### src/verilog/afh_map.svh
// constants of the abort and fault handler
`ifndef AFH_MAP_SVH
`define AFH_MAP_SVH
`define AFH_CODE_NONE      8'h00
`define AFH_CODE_MAX       8'hF2
`define AFH_CODE_USER      8'hE0
`define AFH_HIST_DEPTH     10
`define AFH_STOP_HARD      1'h0
`define AFH_STOP_SOFT      1'h1
`define AFH_STOP_RST       1'h1
`define AFH_POL_RST        1'h0
`define AFH_RESP_CUR_ON    2'h1
`define AFH_RESP_CUR_OFF   2'h2
`define AFH_RESP_RST       2'h2
`define AFH_MSG_NONE       2'h0
`define AFH_MSG_FAULT      2'h1
`define AFH_MSG_ALL        2'h2
`define AFH_MSG_RST        2'h0
`endif

### src/verilog/afh_pkg.sv
// types of the abort and fault handler
package afh_pkg;
  typedef enum logic [1:0] {
    AFH_RUN   = 2'b00,
    AFH_FAULT = 2'b01,
    AFH_CLEAR = 2'b10
  } afh_state_t;
endpackage : afh_pkg

### src/verilog/afh_hist_mem.sv
// ten-entry fault history, newest first, registered read
`timescale 1ns/1ps
`default_nettype none
`include "afh_map.svh"
module afh_hist_mem (
  input  wire logic       clk,
  input  wire logic       rst_b,
  input  wire logic       ce,
  input  wire logic       push,
  input  wire logic [7:0] push_code,
  input  wire logic [3:0] rd_idx,
  output logic      [7:0] rd_data
);
  logic [7:0] mem_q [`AFH_HIST_DEPTH];

  always_ff @(posedge clk or negedge rst_b) begin
    if (!rst_b) begin
      for (int i = 0; i < `AFH_HIST_DEPTH; i++) mem_q[i] <= 8'h00;
    end else if (ce && push) begin
      mem_q[0] <= push_code;
      for (int i = 1; i < `AFH_HIST_DEPTH; i++) mem_q[i] <= mem_q[i-1];
    end
  end

  always_ff @(posedge clk or negedge rst_b) begin
    if (!rst_b) begin
      rd_data <= 8'h00;
    end else if (ce) begin
      rd_data <= (rd_idx < 4'(`AFH_HIST_DEPTH)) ? mem_q[rd_idx] : 8'h00;
    end
  end
endmodule : afh_hist_mem
`default_nettype wire

### src/verilog/afh_pin_level.sv
// polarity-corrected input level with rising-edge pulse
`timescale 1ns/1ps
`default_nettype none
module afh_pin_level (
  input  wire logic clk,
  input  wire logic rst_b,
  input  wire logic ce,
  input  wire logic pin,
  input  wire logic nc_sel,
  output logic      active,
  output logic      rise
);
  logic lvl_q;
  assign active = pin ^ nc_sel;
  assign rise   = active & ~lvl_q;
  always_ff @(posedge clk or negedge rst_b) begin
    if (!rst_b) lvl_q <= 1'b0;
    else if (ce) lvl_q <= active;
  end
endmodule : afh_pin_level
`default_nettype wire

### src/verilog/afh_top.sv
// abort and fault handler top
// Notes on behaviour
// - abort command ends any running sequence, immediate or from a sequence
// - stop action 0: abort gives a hard halt, as fast as possible
// - stop action 1: abort with no fault in the same cycle gives a soft halt, controlled deceleration
// - stop action defaults to 1; new value acts only after reset
// - abort input polarity: 0 normally open, 1 normally closed, default 0
// - query reports current fault code plus ten most recent faults
// - fault code is read-only, 00 to F2, 00 means no fault
// - reset clears current code and the history as well
// - motion fault stops all; response 1 current on, 2 current off
// - fault response applies only to motion-originated faults
// - fault clear returns to operation if the condition is gone
// - condition still present after clear: fault state re-entered
// - designated faults raised in run or fault state refuse to clear
// - fault-clear input polarity 0/1, default 0, acts after reset
// - fault output idles at its polarity, flips while faulted
// - message select 0 none, 1 faults, 2 faults and warnings; immediate
// - warning sent only when it differs from the last reported
// - user fault force enters fault state and halts sequences
`timescale 1ns/1ps
`default_nettype none
`include "afh_map.svh"
module afh_top (
  input  wire logic       clk,
  input  wire logic       rst_b,
  input  wire logic       ce,
  input  wire logic       abort_cmd,
  input  wire logic       abort_pin,
  input  wire logic       fault_clear,
  input  wire logic       fault_clear_pin,
  input  wire logic       user_fault_force,
  input  wire logic       fault_event,
  input  wire logic [7:0] fault_event_code,
  input  wire logic       fault_event_motion,
  input  wire logic       fault_cond_active,
  input  wire logic       fault_no_clear,
  input  wire logic       warn_event,
  input  wire logic [7:0] warn_code,
  input  wire logic       cfg_stop_action,
  input  wire logic       cfg_halt_pol,
  input  wire logic [1:0] cfg_fault_response,
  input  wire logic       cfg_clear_pol,
  input  wire logic       cfg_fault_out_pol,
  input  wire logic [1:0] cfg_fault_message,
  input  wire logic [3:0] hist_idx,
  output logic            seq_halt,
  output logic            hard_halt,
  output logic            soft_halt,
  output logic            motor_current_off,
  output logic            fault_out,
  output logic [7:0]      fault_code_query,
  output logic [7:0]      hist_code,
  output logic            msg_fault_send,
  output logic            msg_warn_send,
  output logic [7:0]      msg_code
);
  afh_pkg::afh_state_t state_q;
  logic       stop_act_q, halt_pol_q, clr_pol_q, out_pol_q;
  logic [1:0] resp_q;
  logic [7:0] code_q, last_warn_q;
  logic       warn_valid_q, motion_fault_q, no_clear_q;
  logic       abort_rise, clr_rise;
  logic       new_fault, clr_req, hist_push;
  logic [7:0] new_code, code_sat;

  ////////////////////////////////////////////////////////////////////
  // settings latched once after reset release
  logic cfg_taken_q;
  always_ff @(posedge clk or negedge rst_b) begin
    if (!rst_b) begin
      cfg_taken_q <= 1'b0;
      stop_act_q  <= `AFH_STOP_RST;
      halt_pol_q  <= `AFH_POL_RST;
      clr_pol_q   <= `AFH_POL_RST;
      out_pol_q   <= `AFH_POL_RST;
      resp_q      <= `AFH_RESP_RST;
    end else if (ce && !cfg_taken_q) begin
      cfg_taken_q <= 1'b1;
      stop_act_q  <= cfg_stop_action;
      halt_pol_q  <= cfg_halt_pol;
      clr_pol_q   <= cfg_clear_pol;
      out_pol_q   <= cfg_fault_out_pol;
      resp_q      <= cfg_fault_response;
    end
  end

  ////////////////////////////////////////////////////////////////////
  // input pins
  afh_pin_level u_abort_pin (
    .clk    (clk),
    .rst_b  (rst_b),
    .ce     (ce & cfg_taken_q),
    .pin    (abort_pin),
    .nc_sel (halt_pol_q),
    .active (),
    .rise   (abort_rise)
  );
  afh_pin_level u_clear_pin (
    .clk    (clk),
    .rst_b  (rst_b),
    .ce     (ce & cfg_taken_q),
    .pin    (fault_clear_pin),
    .nc_sel (clr_pol_q),
    .active (),
    .rise   (clr_rise)
  );

  logic abort_req;
  assign abort_req = cfg_taken_q & (abort_cmd | abort_rise);
  assign clr_req   = cfg_taken_q & (fault_clear | clr_rise);
  assign new_fault = fault_event | user_fault_force;
  assign code_sat  = (fault_event_code > `AFH_CODE_MAX) ?
                     `AFH_CODE_MAX : fault_event_code;
  assign new_code  = fault_event ? code_sat : `AFH_CODE_USER;
  assign hist_push = ce & new_fault;

  ////////////////////////////////////////////////////////////////////
  // fault state machine
  // code held internally, read only
  always_ff @(posedge clk or negedge rst_b) begin
    if (!rst_b) begin
      state_q        <= afh_pkg::AFH_RUN;
      code_q         <= `AFH_CODE_NONE;
      motion_fault_q <= 1'b0;
      no_clear_q     <= 1'b0;
    end else if (ce) begin
      unique case (state_q)
        afh_pkg::AFH_RUN: begin
          if (new_fault) begin
            state_q        <= afh_pkg::AFH_FAULT;
            code_q         <= new_code;
            motion_fault_q <= fault_event & fault_event_motion;
            no_clear_q     <= fault_event & fault_no_clear;
          end
        end
        afh_pkg::AFH_FAULT: begin
          if (new_fault) begin
            code_q         <= new_code;
            motion_fault_q <= motion_fault_q |
                              (fault_event & fault_event_motion);
            no_clear_q     <= no_clear_q | (fault_event & fault_no_clear);
          end else if (clr_req && !no_clear_q) begin
            state_q <= afh_pkg::AFH_CLEAR;
          end
        end
        afh_pkg::AFH_CLEAR: begin
          if (new_fault || fault_cond_active) begin
            state_q <= afh_pkg::AFH_FAULT;
            if (new_fault) code_q <= new_code;
          end else begin
            state_q        <= afh_pkg::AFH_RUN;
            code_q         <= `AFH_CODE_NONE;
            motion_fault_q <= 1'b0;
          end
        end
        default: state_q <= afh_pkg::AFH_FAULT;
      endcase
    end
  end

  ////////////////////////////////////////////////////////////////////
  // history and query
  // ten-deep history beside current code
  afh_hist_mem u_hist (
    .clk       (clk),
    .rst_b     (rst_b),
    .ce        (ce),
    .push      (hist_push),
    .push_code (new_code),
    .rd_idx    (hist_idx),
    .rd_data   (hist_code)
  );

  always_ff @(posedge clk or negedge rst_b) begin
    if (!rst_b) fault_code_query <= `AFH_CODE_NONE;
    else if (ce) fault_code_query <= code_q;
  end

  ////////////////////////////////////////////////////////////////////
  // halt outputs
  logic faulted;
  assign faulted = (state_q != afh_pkg::AFH_RUN);
  always_ff @(posedge clk or negedge rst_b) begin
    if (!rst_b) begin
      seq_halt  <= 1'b0;
      hard_halt <= 1'b0;
      soft_halt <= 1'b0;
    end else if (ce) begin
      seq_halt  <= abort_req | new_fault;
      // hard halt on abort with stop action 0, and on any new fault
      hard_halt <= (abort_req & (stop_act_q == `AFH_STOP_HARD)) | new_fault;
      // soft halt on abort with stop action 1 and no new fault
      soft_halt <= abort_req & (stop_act_q == `AFH_STOP_SOFT) & ~new_fault;
    end
  end

  // current off only for response 2
  always_ff @(posedge clk or negedge rst_b) begin
    if (!rst_b) motor_current_off <= 1'b0;
    else if (ce)
      motor_current_off <= faulted & motion_fault_q &
                           (resp_q == `AFH_RESP_CUR_OFF);
  end

  always_ff @(posedge clk or negedge rst_b) begin
    if (!rst_b) fault_out <= `AFH_POL_RST;
    else if (ce) fault_out <= out_pol_q ^ faulted;
  end

  ////////////////////////////////////////////////////////////////////
  // automatic messages
  always_ff @(posedge clk or negedge rst_b) begin
    if (!rst_b) begin
      msg_fault_send <= 1'b0;
      msg_warn_send  <= 1'b0;
      msg_code       <= 8'h00;
      last_warn_q    <= 8'h00;
      warn_valid_q   <= 1'b0;
    end else if (ce) begin
      msg_fault_send <= 1'b0;
      msg_warn_send  <= 1'b0;
      if (new_fault && cfg_fault_message != `AFH_MSG_NONE) begin
        msg_fault_send <= 1'b1;
        msg_code       <= new_code;
      end else if (warn_event && cfg_fault_message == `AFH_MSG_ALL &&
                   (!warn_valid_q || warn_code != last_warn_q)) begin
        msg_warn_send <= 1'b1;
        msg_code      <= warn_code;
        last_warn_q   <= warn_code;
        warn_valid_q  <= 1'b1;
      end
    end
  end
endmodule : afh_top
`default_nettype wire
### config.mk
export PLATFORM = sky130hd
export DESIGN_NAME = afh_top
export DESIGN_NICKNAME = d
export VERILOG_FILES = /design/src/verilog/afh_pkg.sv /design/src/verilog/afh_hist_mem.sv /design/src/verilog/afh_pin_level.sv /design/src/verilog/afh_top.sv
export VERILOG_INCLUDE_DIRS = /design/src /design/src/verilog
export SDC_FILE = /design/constraint.sdc
export NUM_CORES = 1
export LEC_CHECK = 0
export ABC_AREA = 1
export BUFFER_PORTS_ARGS = -buffer_cell sky130_fd_sc_hd__buf_2
export CAP_MARGIN = 0
export CORE_MARGIN = 10
export CORE_UTILIZATION = 35
export CTS_BUF_LIST = sky130_fd_sc_hd__clkbuf_16
export DETAILED_ROUTE_END_ITERATION = 10
export PLACE_DENSITY = 0.59
export SLEW_MARGIN = 5
export SYNTH_ARGS = -nofsm -noshare
export SYNTH_HDL_FRONTEND = slang
export SYNTH_SLANG_ARGS = --single-unit
### constraint.sdc
create_clock -name clk -period 1.8 [get_ports clk]
set_clock_uncertainty 0.1 [all_clocks]
set_input_delay 0.18 -clock clk [delete_from_list [all_inputs] [get_ports clk]]
set_output_delay 0.18 -clock clk [all_outputs]
set_load 0.1 [all_outputs]
==> flow_metrics.py, run 1 <==
metrics = {
    "floorplanning": {
        "die_h_um": 157,
        "number_of_rows_created_at_floorplan": 50,
        "start_util": 0.354,
        "boundaryPins": 72,
        "core_region_area_um2": 18600,
        "floorplan.die_area_um2": 24600,
        "dieWidth_um": 157,
    },
    "yosys": {
        "synth_sequential_area_ratio": 0.538,
        "synthesis.area_um2": 6570,
        "synth_top_cell_by_area": "dfrtp_1",
        "dominantRegCellSynth": "dfrtp_1",
        "synth_nets": 837,
        "yosysWarningCount": 0,
        "syn_area_per_cell_um2": 8.29,
        "async_reset_ff_frac": 1.00,
        "synth_cell_types": 35,
        "edff_count_synth": 0,
        "synthDominantCellAreaShare": 0.530,
        "syn_inst": 792,
        "synth-seq-cells": 141,
        "cell_types_occupying_the_most_area_after_synthesis": "dfrtp_1, nand2_1, o21ai_0",
        "synth.top_cells.by_count": "nand2_1, dfrtp_1, o21ai_0",
        "synthMostInstantiatedCell": "nand2_1",
    },
    "timing": {
        "finalSetupViolCount": 0,
        "fmax_mhz": 638,
        "layout_min_cycle_time_ps": 1570,
        "timing.final.max_slew_violations": 0,
        "final_hold_viol_count": 0,
        "fin_tns_setup_ps": 0,
        "rsz0062_at_grt": "no",
        "min_period_over_period": 0.871,
        "worst_pin_slew_ps": 500,
        "timing.max_slew.rel_slack": 0.669,
        "worst_slack_ps": 232,
    },
    "cells_and_area": {
        "fillerInstances": 1811,
        "area_delta_synth_final_pct": 23.0,
        "design.final.nets": 931,
        "antenna_cells": 0,
        "total_area_of_multi_input_combinational_cells_um2": 2560,
        "layout-drive-gt1-share": 0.164,
        "register_area_um2": 3530,
    },
    "clock_tree": {
        "clock_tree.htree_level_count": 4,
        "cts.root.buffer_cell": "clkbuf_16",
        "number_of_clock_sinks_seen_by_cts": 141,
        "cts_tree": "done",
        "clk_latency_ps": 420,
        "clock_transition_at_the_registers_of_the_reported_paths_ps": 60,
        "post_cts.resized_instances": 0,
        "numCtsBuffers": 17,
        "clockBufferDepth": 2,
    },
    "worst_setup_path": {
        "worst_r2r_path_cells": 8,
        "crit_type": "in2reg",
        "worst_ep_arrival_time_ps": 1770,
        "crit_path_required_time_ps": 2010,
        "critPathMaxStageDelay_ps": 530,
        "rr_startpoint": "last_warn_q[7]",
        "worstReg2RegEnd": "msg_code[1]",
        "critPathCaptureType": "flop",
        "worst_setup_ep": "msg_code[1]",
        "critPathLaunch": "warn_code[7]",
        "critical_path.max_fanout": 10,
        "crit_chain": "dlygate4sd3_1 -> buf_2 -> inv_1 -> o21ai_0 -> nor2_2 -> nand3_4 -> nand2_4 -> nand2_4 -> nand2_1 -> nand2_1",
        "setup.reg_to_reg.worst_slack_ps": 290,
        "worst_path_max_delay_cell": "dlygate4sd3_1",
        "start_kind": "primary input",
    },
    "grt": {
        "grt_first_pass_wirelength_mm": 27.4,
        "vias_in_the_first_global_route": 5277,
        "antenna_violations_before_repair": 0,
        "grt_max_degree": 59,
        "grt.overflow.total": 0,
        "grt_usage": 0.138,
    },
    "route": {
        "route.antenna.remaining_nets": 0,
        "via_per_inst": 4.77,
        "wl_per_cell_um": 14.2,
        "detailedRoute.firstIterationViolations": 288,
        "remaining_drc_errors": 0,
        "detail_route.wirelength_mm": 16.1,
        "firstDrtPassIters": 5,
        "detailroute.via_count": 5400,
    },
    "flow_run": {
        "max_cap_violation_count": 0,
    },
    "placed_design": {
        "dp_hpwl_mm": 11.1,
        "worst_slack_at_placement_ps": 289,
        "placer_s_final_routability_congestion_estimate": 0.837,
        "buffer_ports.inserted": 71,
    },
    "status": {
        "result_of_the_run": "completed",
    },
    "power_and_ir_drop": {
        "static-leakage-power_nw": 3.99,
        "pwr_density_cell_nw_per_um2": 1230,
        "ir_drop_mv": 0.686,
    },
    "min_path": {
        "worst_hold_check_path_type": "in2reg",
    },
}
[how the worst min path moves through the flow]
stage / slack [ps] / to / start / depth (start not counted)
6_report: 3 / u_hist.mem_q[74] / fault_event_code[2] / 3
5_1_grt: 20 / u_hist.mem_q[75] / fault_event_code[3] / 3
4_1_cts: 5 / u_hist.mem_q[74] / fault_event_code[2] / 3
3_5_place_dp: 6 / u_hist.mem_q[40] / rst_b / 1
3_3_place_gp: 10 / u_hist.mem_q[40] / rst_b / 1
2_1_floorplan: -220 / cfg_taken_q / rst_b / 0
[metal layers]
metal  track usage  part of all wire  vias up
met5             0                 0        -
met3        0.0407             0.053       18
met1         0.185              0.48     2509
met4        0.0431             0.015        0
met2         0.209              0.45      117
li1              -                 -     2756
[layout make-up]
type                       count  share of cell area
sequential                   141               0.437
multi-input combinational    535               0.317
timing repair buffer         111              0.0978
clock buffer                  17              0.0527
inverter                      80              0.0372
tap                          234              0.0363
clock inverter                15              0.0215
[per-stage QoR]
stage / cells / power, mW / utilization / hold slack [ps] / instance area (µm²)
CTS: 1133 / 10.1 / 0.435 / 5.23 / 8080
global placement: 1080 / 6.40 / 0.391 / 10.7 / 7270
finish: 1133 / 9.96 / 0.435 / 3.39 / 8080
detailed placement: 1080 / 6.43 / 0.391 / 6.20 / 7270
floorplan: 792 / 5.81 / - / -216 / 6570
global route: 1133 / 10.5 / 0.435 / 22.2 / 8080
[worst max-delay path, delay by kind of cell]
kind                   cells  cell delay, ps
and+or+nand+nor            6             740
AOI/OAI and AO/OA          1             110
buffers and inverters      3             750
[sequential cells by signal, indices dropped and copies added, names as in the netlist, 2 cells and up]
name              cells
code_q                8
fault_code_query      8
last_warn_q           8
msg_code              8
resp_q                2
state_q               2
u_hist.mem_q         80
u_hist.rd_data        8
[logic make-up after synthesis]
logic type,count (synthesis),synth area share
adder cells (fa/ha/maj),4,0.00762
flip-flops,141,0.538
AND/OR/NAND/NOR,346,0.227
AO/OA/AOI/OAI,176,0.142
multiplexers,4,0.00686
buffers and inverters,116,0.0722
XOR/XNOR,5,0.00667
[timing repair]
action	4_1_cts	5_1_grt
hold endpoints to repair	160	0
hold buffers	21	0
buffers inserted	0	0
[placed cells by master, fill, tap and decap left out, types with 4 or more instances in the layout]
master / Yosys / routed
nand2_1: 271 / 271
dfrtp_1: 139 / 139
o21ai_0: 90 / 90
inv_1: 76 / 76
buf_2: 22 / 70
o21ai_1: 39 / 39
nand3_1: 38 / 38
a21oi_1: 26 / 26
dlygate4sd3_1: 0 / 21
clkbuf_16: 0 / 17
o211ai_1: 14 / 14
buf_4: 3 / 13
nand4_1: 10 / 10
nor2_1: 8 / 8
inv_6: 0 / 7
nor2_4: 6 / 6
buf_12: 0 / 6
mux2_2: 4 / 4
ha_1: 4 / 4
[where the power goes]
group          total (mW)  leakage [nW]  internal [mW]  switching (mW)
Sequential           4.02          1.78           3.72           0.308
Combinational        2.37          1.91          0.620            1.75
Clock                3.56         0.288           2.09            1.48
Power figures use the tool's default switching activity.
==> run 2, diff against run 1 <==
- RECOVER_POWER: unset -> 100
==> run 2 against run 1 <==
Compared with the run above: critical path type unchanged; die area unchanged; critical path depth decreased by 2; sequential power about the same; worst hold slack improved by 9.7 ps; design area decreased by 0.29%.
==> flow_metrics.py, run 2 (synthesis gave the netlist of run 1 again) <==
metrics = {
    "timing": {
        "fin_tns_setup_ps": 0,
        "fmax_mhz": 617,
        "worst_pin_slew_ps": 960,
        "final_hold_viol_count": 0,
        "timing.final.max_slew_violations": 0,
        "finalSetupViolCount": 0,
        "timing.max_slew.rel_slack": 0.360,
        "layout_min_cycle_time_ps": 1620,
        "rsz0062_at_grt": "no",
        "whs_ps": 13.1,
        "worst_slack_ps": 180,
        "min_period_over_period": 0.900,
    },
    "grt": {
        "antenna_violations_before_repair": 0,
        "grt_max_degree": 59,
        "vias_in_the_first_global_route": 5277,
        "grt_first_pass_wirelength_mm": 27.4,
        "grt_usage": 0.138,
        "grt.overflow.total": 0,
    },
    "placed_design": {
        "buffer_ports.inserted": 71,
        "dp_hpwl_mm": 11.1,
        "placed_cells": 1080,
        "worst_slack_at_placement_ps": 289,
        "dpl-instance-area_um2": 7270,
        "placer_s_final_routability_congestion_estimate": 0.837,
    },
    "status": {
        "result_of_the_run": "completed",
    },
    "cells_and_area": {
        "area_delta_synth_final_pct": 22.6,
        "final_core_utilization": 0.433,
        "post_layout_nonfiller_instances": 1133,
        "layout-drive-gt1-share": 0.161,
        "largest_register_by_flop_count": "u_hist.mem_q",
        "mostFrequentLayoutCells": "nand2_1, dfrtp_1, o21ai_0",
        "largest_register_ffs": 80,
        "postLayoutCellArea_um2": 8050,
        "mostFrequentLayoutCell": "nand2_1",
        "fillerInstances": 1816,
        "design.final.nets": 931,
        "antenna_cells": 0,
    },
    "worst_setup_path": {
        "setup.reg_to_reg.worst_slack_ps": 290,
        "worstReg2RegEnd": "msg_code[2]",
        "worst_r2r_path_cells": 8,
        "critPathLaunch": "ce",
        "critPathCaptureType": "flop",
        "crit_type": "in2reg",
        "crit_path_required_time_ps": 2010,
        "worst_ep_arrival_time_ps": 1830,
        "start_kind": "primary input",
        "critical_path.max_fanout": 10,
        "rr_startpoint": "last_warn_q[7]",
    },
    "floorplanning": {
        "floorplan.die_area_um2": 24600,
        "start_util": 0.354,
        "dieWidth_um": 157,
        "number_of_rows_created_at_floorplan": 50,
        "die_h_um": 157,
        "core_region_area_um2": 18600,
        "boundaryPins": 72,
    },
    "clock_tree": {
        "clk_latency_ps": 420,
        "number_of_clock_sinks_seen_by_cts": 141,
        "cts.root.buffer_cell": "clkbuf_16",
        "numCtsBuffers": 17,
        "cts_tree": "done",
        "clock_transition_at_the_registers_of_the_reported_paths_ps": 70,
        "clockBufferDepth": 2,
        "clock_tree.htree_level_count": 4,
        "post_cts.resized_instances": 0,
    },
    "min_path": {
        "worst_hold_check_path_type": "in2reg",
        "cell_count_of_the_worst_hold_path": 3,
        "hold_path_startpoint": "fault_event_code[2]",
        "holdPathEnd": "code_q[2]",
    },
    "route": {
        "firstDrtPassIters": 4,
        "via_per_inst": 4.79,
        "remaining_drc_errors": 0,
        "detail_route.wirelength_mm": 16.1,
        "wl_per_cell_um": 14.2,
        "detailroute.via_count": 5424,
        "route.antenna.remaining_nets": 0,
        "detailedRoute.firstIterationViolations": 275,
    },
    "flow_run": {
        "max_cap_violation_count": 0,
    },
    "power_and_ir_drop": {
        "power.total_mw": 9.92,
        "ir_drop_mv": 0.684,
        "static-leakage-power_nw": 3.97,
        "pwr_density_cell_nw_per_um2": 1230,
    },
}
[run 2: cell count changes in the layout (fill, tap and decap cells not counted), sizes merged]
cell    previous run  this run
buf               90        55
clkbuf            17        52
[run 2: worst max-delay path by stage]
stage,to
after floorplan,msg_code[4]
after global placement,msg_code[5]
after detailed placement,msg_code[2]
after CTS,hist_code[2]
after global routing,no_clear_q
final,last_warn_q[4]
[run 2: metal layers]
metal / global-route usage / share of wire
met4: 0.0431 / 0.013
met3: 0.0407 / 0.053
met1: 0.185 / 0.48
met2: 0.209 / 0.46
met5: 0 / 0
[run 2: worst max-delay path: stages]
cell	delay, ps
dlygate4sd3_1	520
clkbuf_1	120
inv_2	120
buf_4	200
nor2_2	350
nand3_4	190
nand2_1	90
nand2_1	50
[run 2: cell type report]
cell class              count  area, µm²  area share
clock inverters            15        174      0.0216
repair buffers            111        771      0.0957
inverters                  80        300      0.0373
clock buffers              17        425      0.0528
multi-input cells         535       2560       0.318
flip-flops and latches    141       3530       0.438
well taps                 234        293      0.0364
[run 2: power by group]
| part | total [mW] | internal (mW) | switching [mW] |
|---|---|---|---|
| logic | 2.34 | 0.597 | 1.74 |
| registers | 4.03 | 3.72 | 0.309 |
| clock network | 3.56 | 2.09 | 1.47 |
[run 2: timing repair]
item,in CTS,in global routing
hold buffers,21,0
setup buffers,0,0
endpoints found under the hold margin,160,0
==> run 3, diff against run 2 <==
- ABC_AREA: 1 -> 0
==> run 3 against run 2 <==
Compared with the run above: worst setup slack lost 160 ps; via count decreased by 13%; wire length shrank 7.1%; synthesized area down 3.6%.
==> flow_metrics.py, run 3 <==
metrics = {
    "route": {
        "met1_length_mm": 6.78,
        "detail_route.wirelength_mm": 15.0,
        "firstDrtPassIters": 8,
        "met3RoutedLength_um": 628,
        "via_per_inst": 4.92,
        "detailroute.via_count": 4710,
        "remaining_drc_errors": 0,
        "route.antenna.remaining_nets": 0,
        "wl_per_cell_um": 15.6,
        "top_layer_used": "met4",
        "detailedRoute.firstIterationViolations": 276,
        "met2RoutedLength_mm": 7.33,
    },
    "grt": {
        "grt_usage": 0.129,
        "vias_in_the_first_global_route": 4958,
        "antenna_violations_before_repair": 0,
        "grt.overflow.total": 0,
        "grt_first_pass_wirelength_mm": 25.4,
        "grt_max_degree": 81,
    },
    "floorplanning": {
        "boundaryPins": 72,
        "number_of_rows_created_at_floorplan": 49,
        "die_h_um": 154,
        "start_util": 0.354,
        "dieWidth_um": 154,
        "core_region_area_um2": 17900,
        "floorplan.die_area_um2": 23900,
    },
    "timing": {
        "finalSetupViolCount": 0,
        "rsz0062_at_grt": "yes",
        "timing.final.max_slew_violations": 0,
        "min_period_over_period": 0.987,
        "whs_ps": 20.4,
        "fmax_mhz": 563,
        "worst_slack_ps": 22.6,
        "worst_pin_slew_ps": 864,
        "timing.max_slew.rel_slack": 0.424,
        "final_hold_viol_count": 0,
        "layout_min_cycle_time_ps": 1780,
    },
    "worst_setup_path": {
        "crit_type": "reg2reg",
        "crit_path_required_time_ps": 2000,
        "critPathCaptureType": "flop",
        "critical_path.max_fanout": 6,
        "worst_ep_arrival_time_ps": 1980,
        "start_kind": "flop",
    },
    "cells_and_area": {
        "layout-drive-gt1-share": 0.237,
        "total_area_of_multi_input_combinational_cells_um2": 2630,
        "largest_register_ffs": 80,
        "mostFrequentLayoutCell": "nand2_1",
        "mostFrequentLayoutCells": "nand2_1, dfrtp_1, buf_2",
        "design.final.nets": 761,
        "register_area_um2": 3530,
        "antenna_cells": 0,
        "fillerInstances": 1649,
        "largest_register_by_flop_count": "u_hist.mem_q",
        "area_delta_synth_final_pct": 24.2,
    },
    "clock_tree": {
        "cts_tree": "done",
        "number_of_clock_sinks_seen_by_cts": 141,
        "cts.root.buffer_cell": "clkbuf_16",
        "cts_setup_buffers": 0,
        "clock_transition_at_the_registers_of_the_reported_paths_ps": 60,
        "clk_latency_ps": 420,
        "numCtsBuffers": 17,
        "clock_tree.htree_level_count": 4,
        "clockBufferDepth": 2,
    },
    "power_and_ir_drop": {
        "static-leakage-power_nw": 3.88,
        "pwr_density_cell_nw_per_um2": 1340,
        "ir_drop_mv": 0.644,
    },
    "placed_design": {
        "dp_hpwl_mm": 10.5,
        "placer_s_final_routability_congestion_estimate": 0.800,
        "worst_slack_at_placement_ps": 18.1,
        "buffer_ports.inserted": 71,
    },
    "yosys": {
        "synth.top_cells.by_count": "nand2_1, dfrtp_1, mux2_2",
        "syn_inst": 610,
        "synthesis.area_um2": 6330,
        "async_reset_ff_frac": 1.00,
        "edff_count_synth": 0,
        "synth-seq-cells": 141,
        "cell_types_occupying_the_most_area_after_synthesis": "dfrtp_1, nand2_1, mux4_2",
        "synth_cell_types": 49,
        "yosysWarningCount": 0,
        "synth_sequential_area_ratio": 0.558,
        "dominantRegCellSynth": "dfrtp_1",
        "syn_area_per_cell_um2": 10.4,
        "synthMostInstantiatedCell": "nand2_1",
        "synth_nets": 655,
        "synth_top_cell_by_area": "dfrtp_1",
        "synthDominantCellAreaShare": 0.549,
    },
    "status": {
        "result_of_the_run": "completed",
    },
    "min_path": {
        "worst_hold_check_path_type": "in2reg",
    },
    "flow_run": {
        "max_cap_violation_count": 0,
    },
}
## run 3: cell types whose count changed in the layout (fill, tap and decap cells not counted), moves of 7 or more
cell,delta
o211ai_1,-13
o21ai_0,-101
inv_6,-7
mux2i_1,+21
nor2_1,+7
a21oi_1,-17
o221ai_1,+8
inv_1,-64
nand4_1,-9
mux4_2,+16
nand2_1,-26
mux2_2,+24
nand3_1,-31
## run 3: path summary, 6_finish.rpt
check	startpoint	to	slack (ps)	depth (start not counted)
worst max-delay path	last_warn_q[5]	msg_code[2]	20	5
worst min register to register	warn_valid_q	warn_valid_q	370	1
min in group asynchronous	rst_b	u_hist.mem_q[10]	190	2
max in group asynchronous	rst_b	warn_valid_q	400	3
worst min-delay path	abort_cmd	seq_halt	20	3
worst max register to register	last_warn_q[5]	msg_code[2]	20	5
## run 3: worst max-delay path, stage by stage, from the launching register on
cell     delay (ps)
dfrtp_1         390
xor2_1          150
nor4_1          270
and3_2          310
a31oi_4         150
mux2_2          310
## run 3: repair_timing
action | in CTS | in global routing
resized for setup | 0 | 1
hold endpoints to repair | 93 | 0
hold buffers | 22 | 0
endpoints found under the setup margin | 0 | 16
## run 3: cell type report
cell class,instances,area share
repair buffers,115,0.0972
clock buffers,17,0.0541
flip-flops and latches,141,0.449
inverters,13,0.00620
multi-input cells,428,0.334
well taps,229,0.0364
clock inverters,15,0.0227
## run 3: cells by family (layout without fill, tap and decap cells)
family                     count (synthesis)  after routing  synth area share
and+or+nand+nor                          283            283             0.180
DFF                                      141            141             0.558
muxes                                     65             65             0.140
AOI/OAI and AO/OA                         64             65            0.0721
buffers and inverters                     42            160            0.0271
xor gates and xnor gates                  11             11            0.0152
adders and majority gates                  4              4           0.00791
## run 3: where the power goes
| group | total, mW | switching [mW] | internal [mW] | leakage, nW |
|---|---|---|---|---|
| registers | 4.22 | 0.422 | 3.80 | 1.79 |
| logic | 2.74 | 1.92 | 0.819 | 1.81 |
| clock network | 3.57 | 1.28 | 2.28 | 0.286 |
## run 3: through the flow
| step | cell area [µm²] | TNS, ps | utilization | power, mW | instances |
|---|---|---|---|---|---|
| final | 7870 | 0 | 0.439 | 10.5 | 958 |
| after global placement | 7110 | 0 | 0.397 | 6.93 | 903 |
| after floorplan | 6330 | 0 | - | 6.30 | 610 |
| after detailed placement | 7110 | 0 | 0.397 | 7.03 | 903 |
| after CTS | 7930 | 0 | 0.443 | 10.7 | 957 |
| after global routing | 7870 | -321 | 0.439 | 11.1 | 958 |
## run 3: routing by layer
metal / vias up / GRT usage
met5: - / 0
met4: 0 / 0.0504
met3: 19 / 0.0336
met2: 85 / 0.210
met1: 2340 / 0.161
li1: 2266 / -
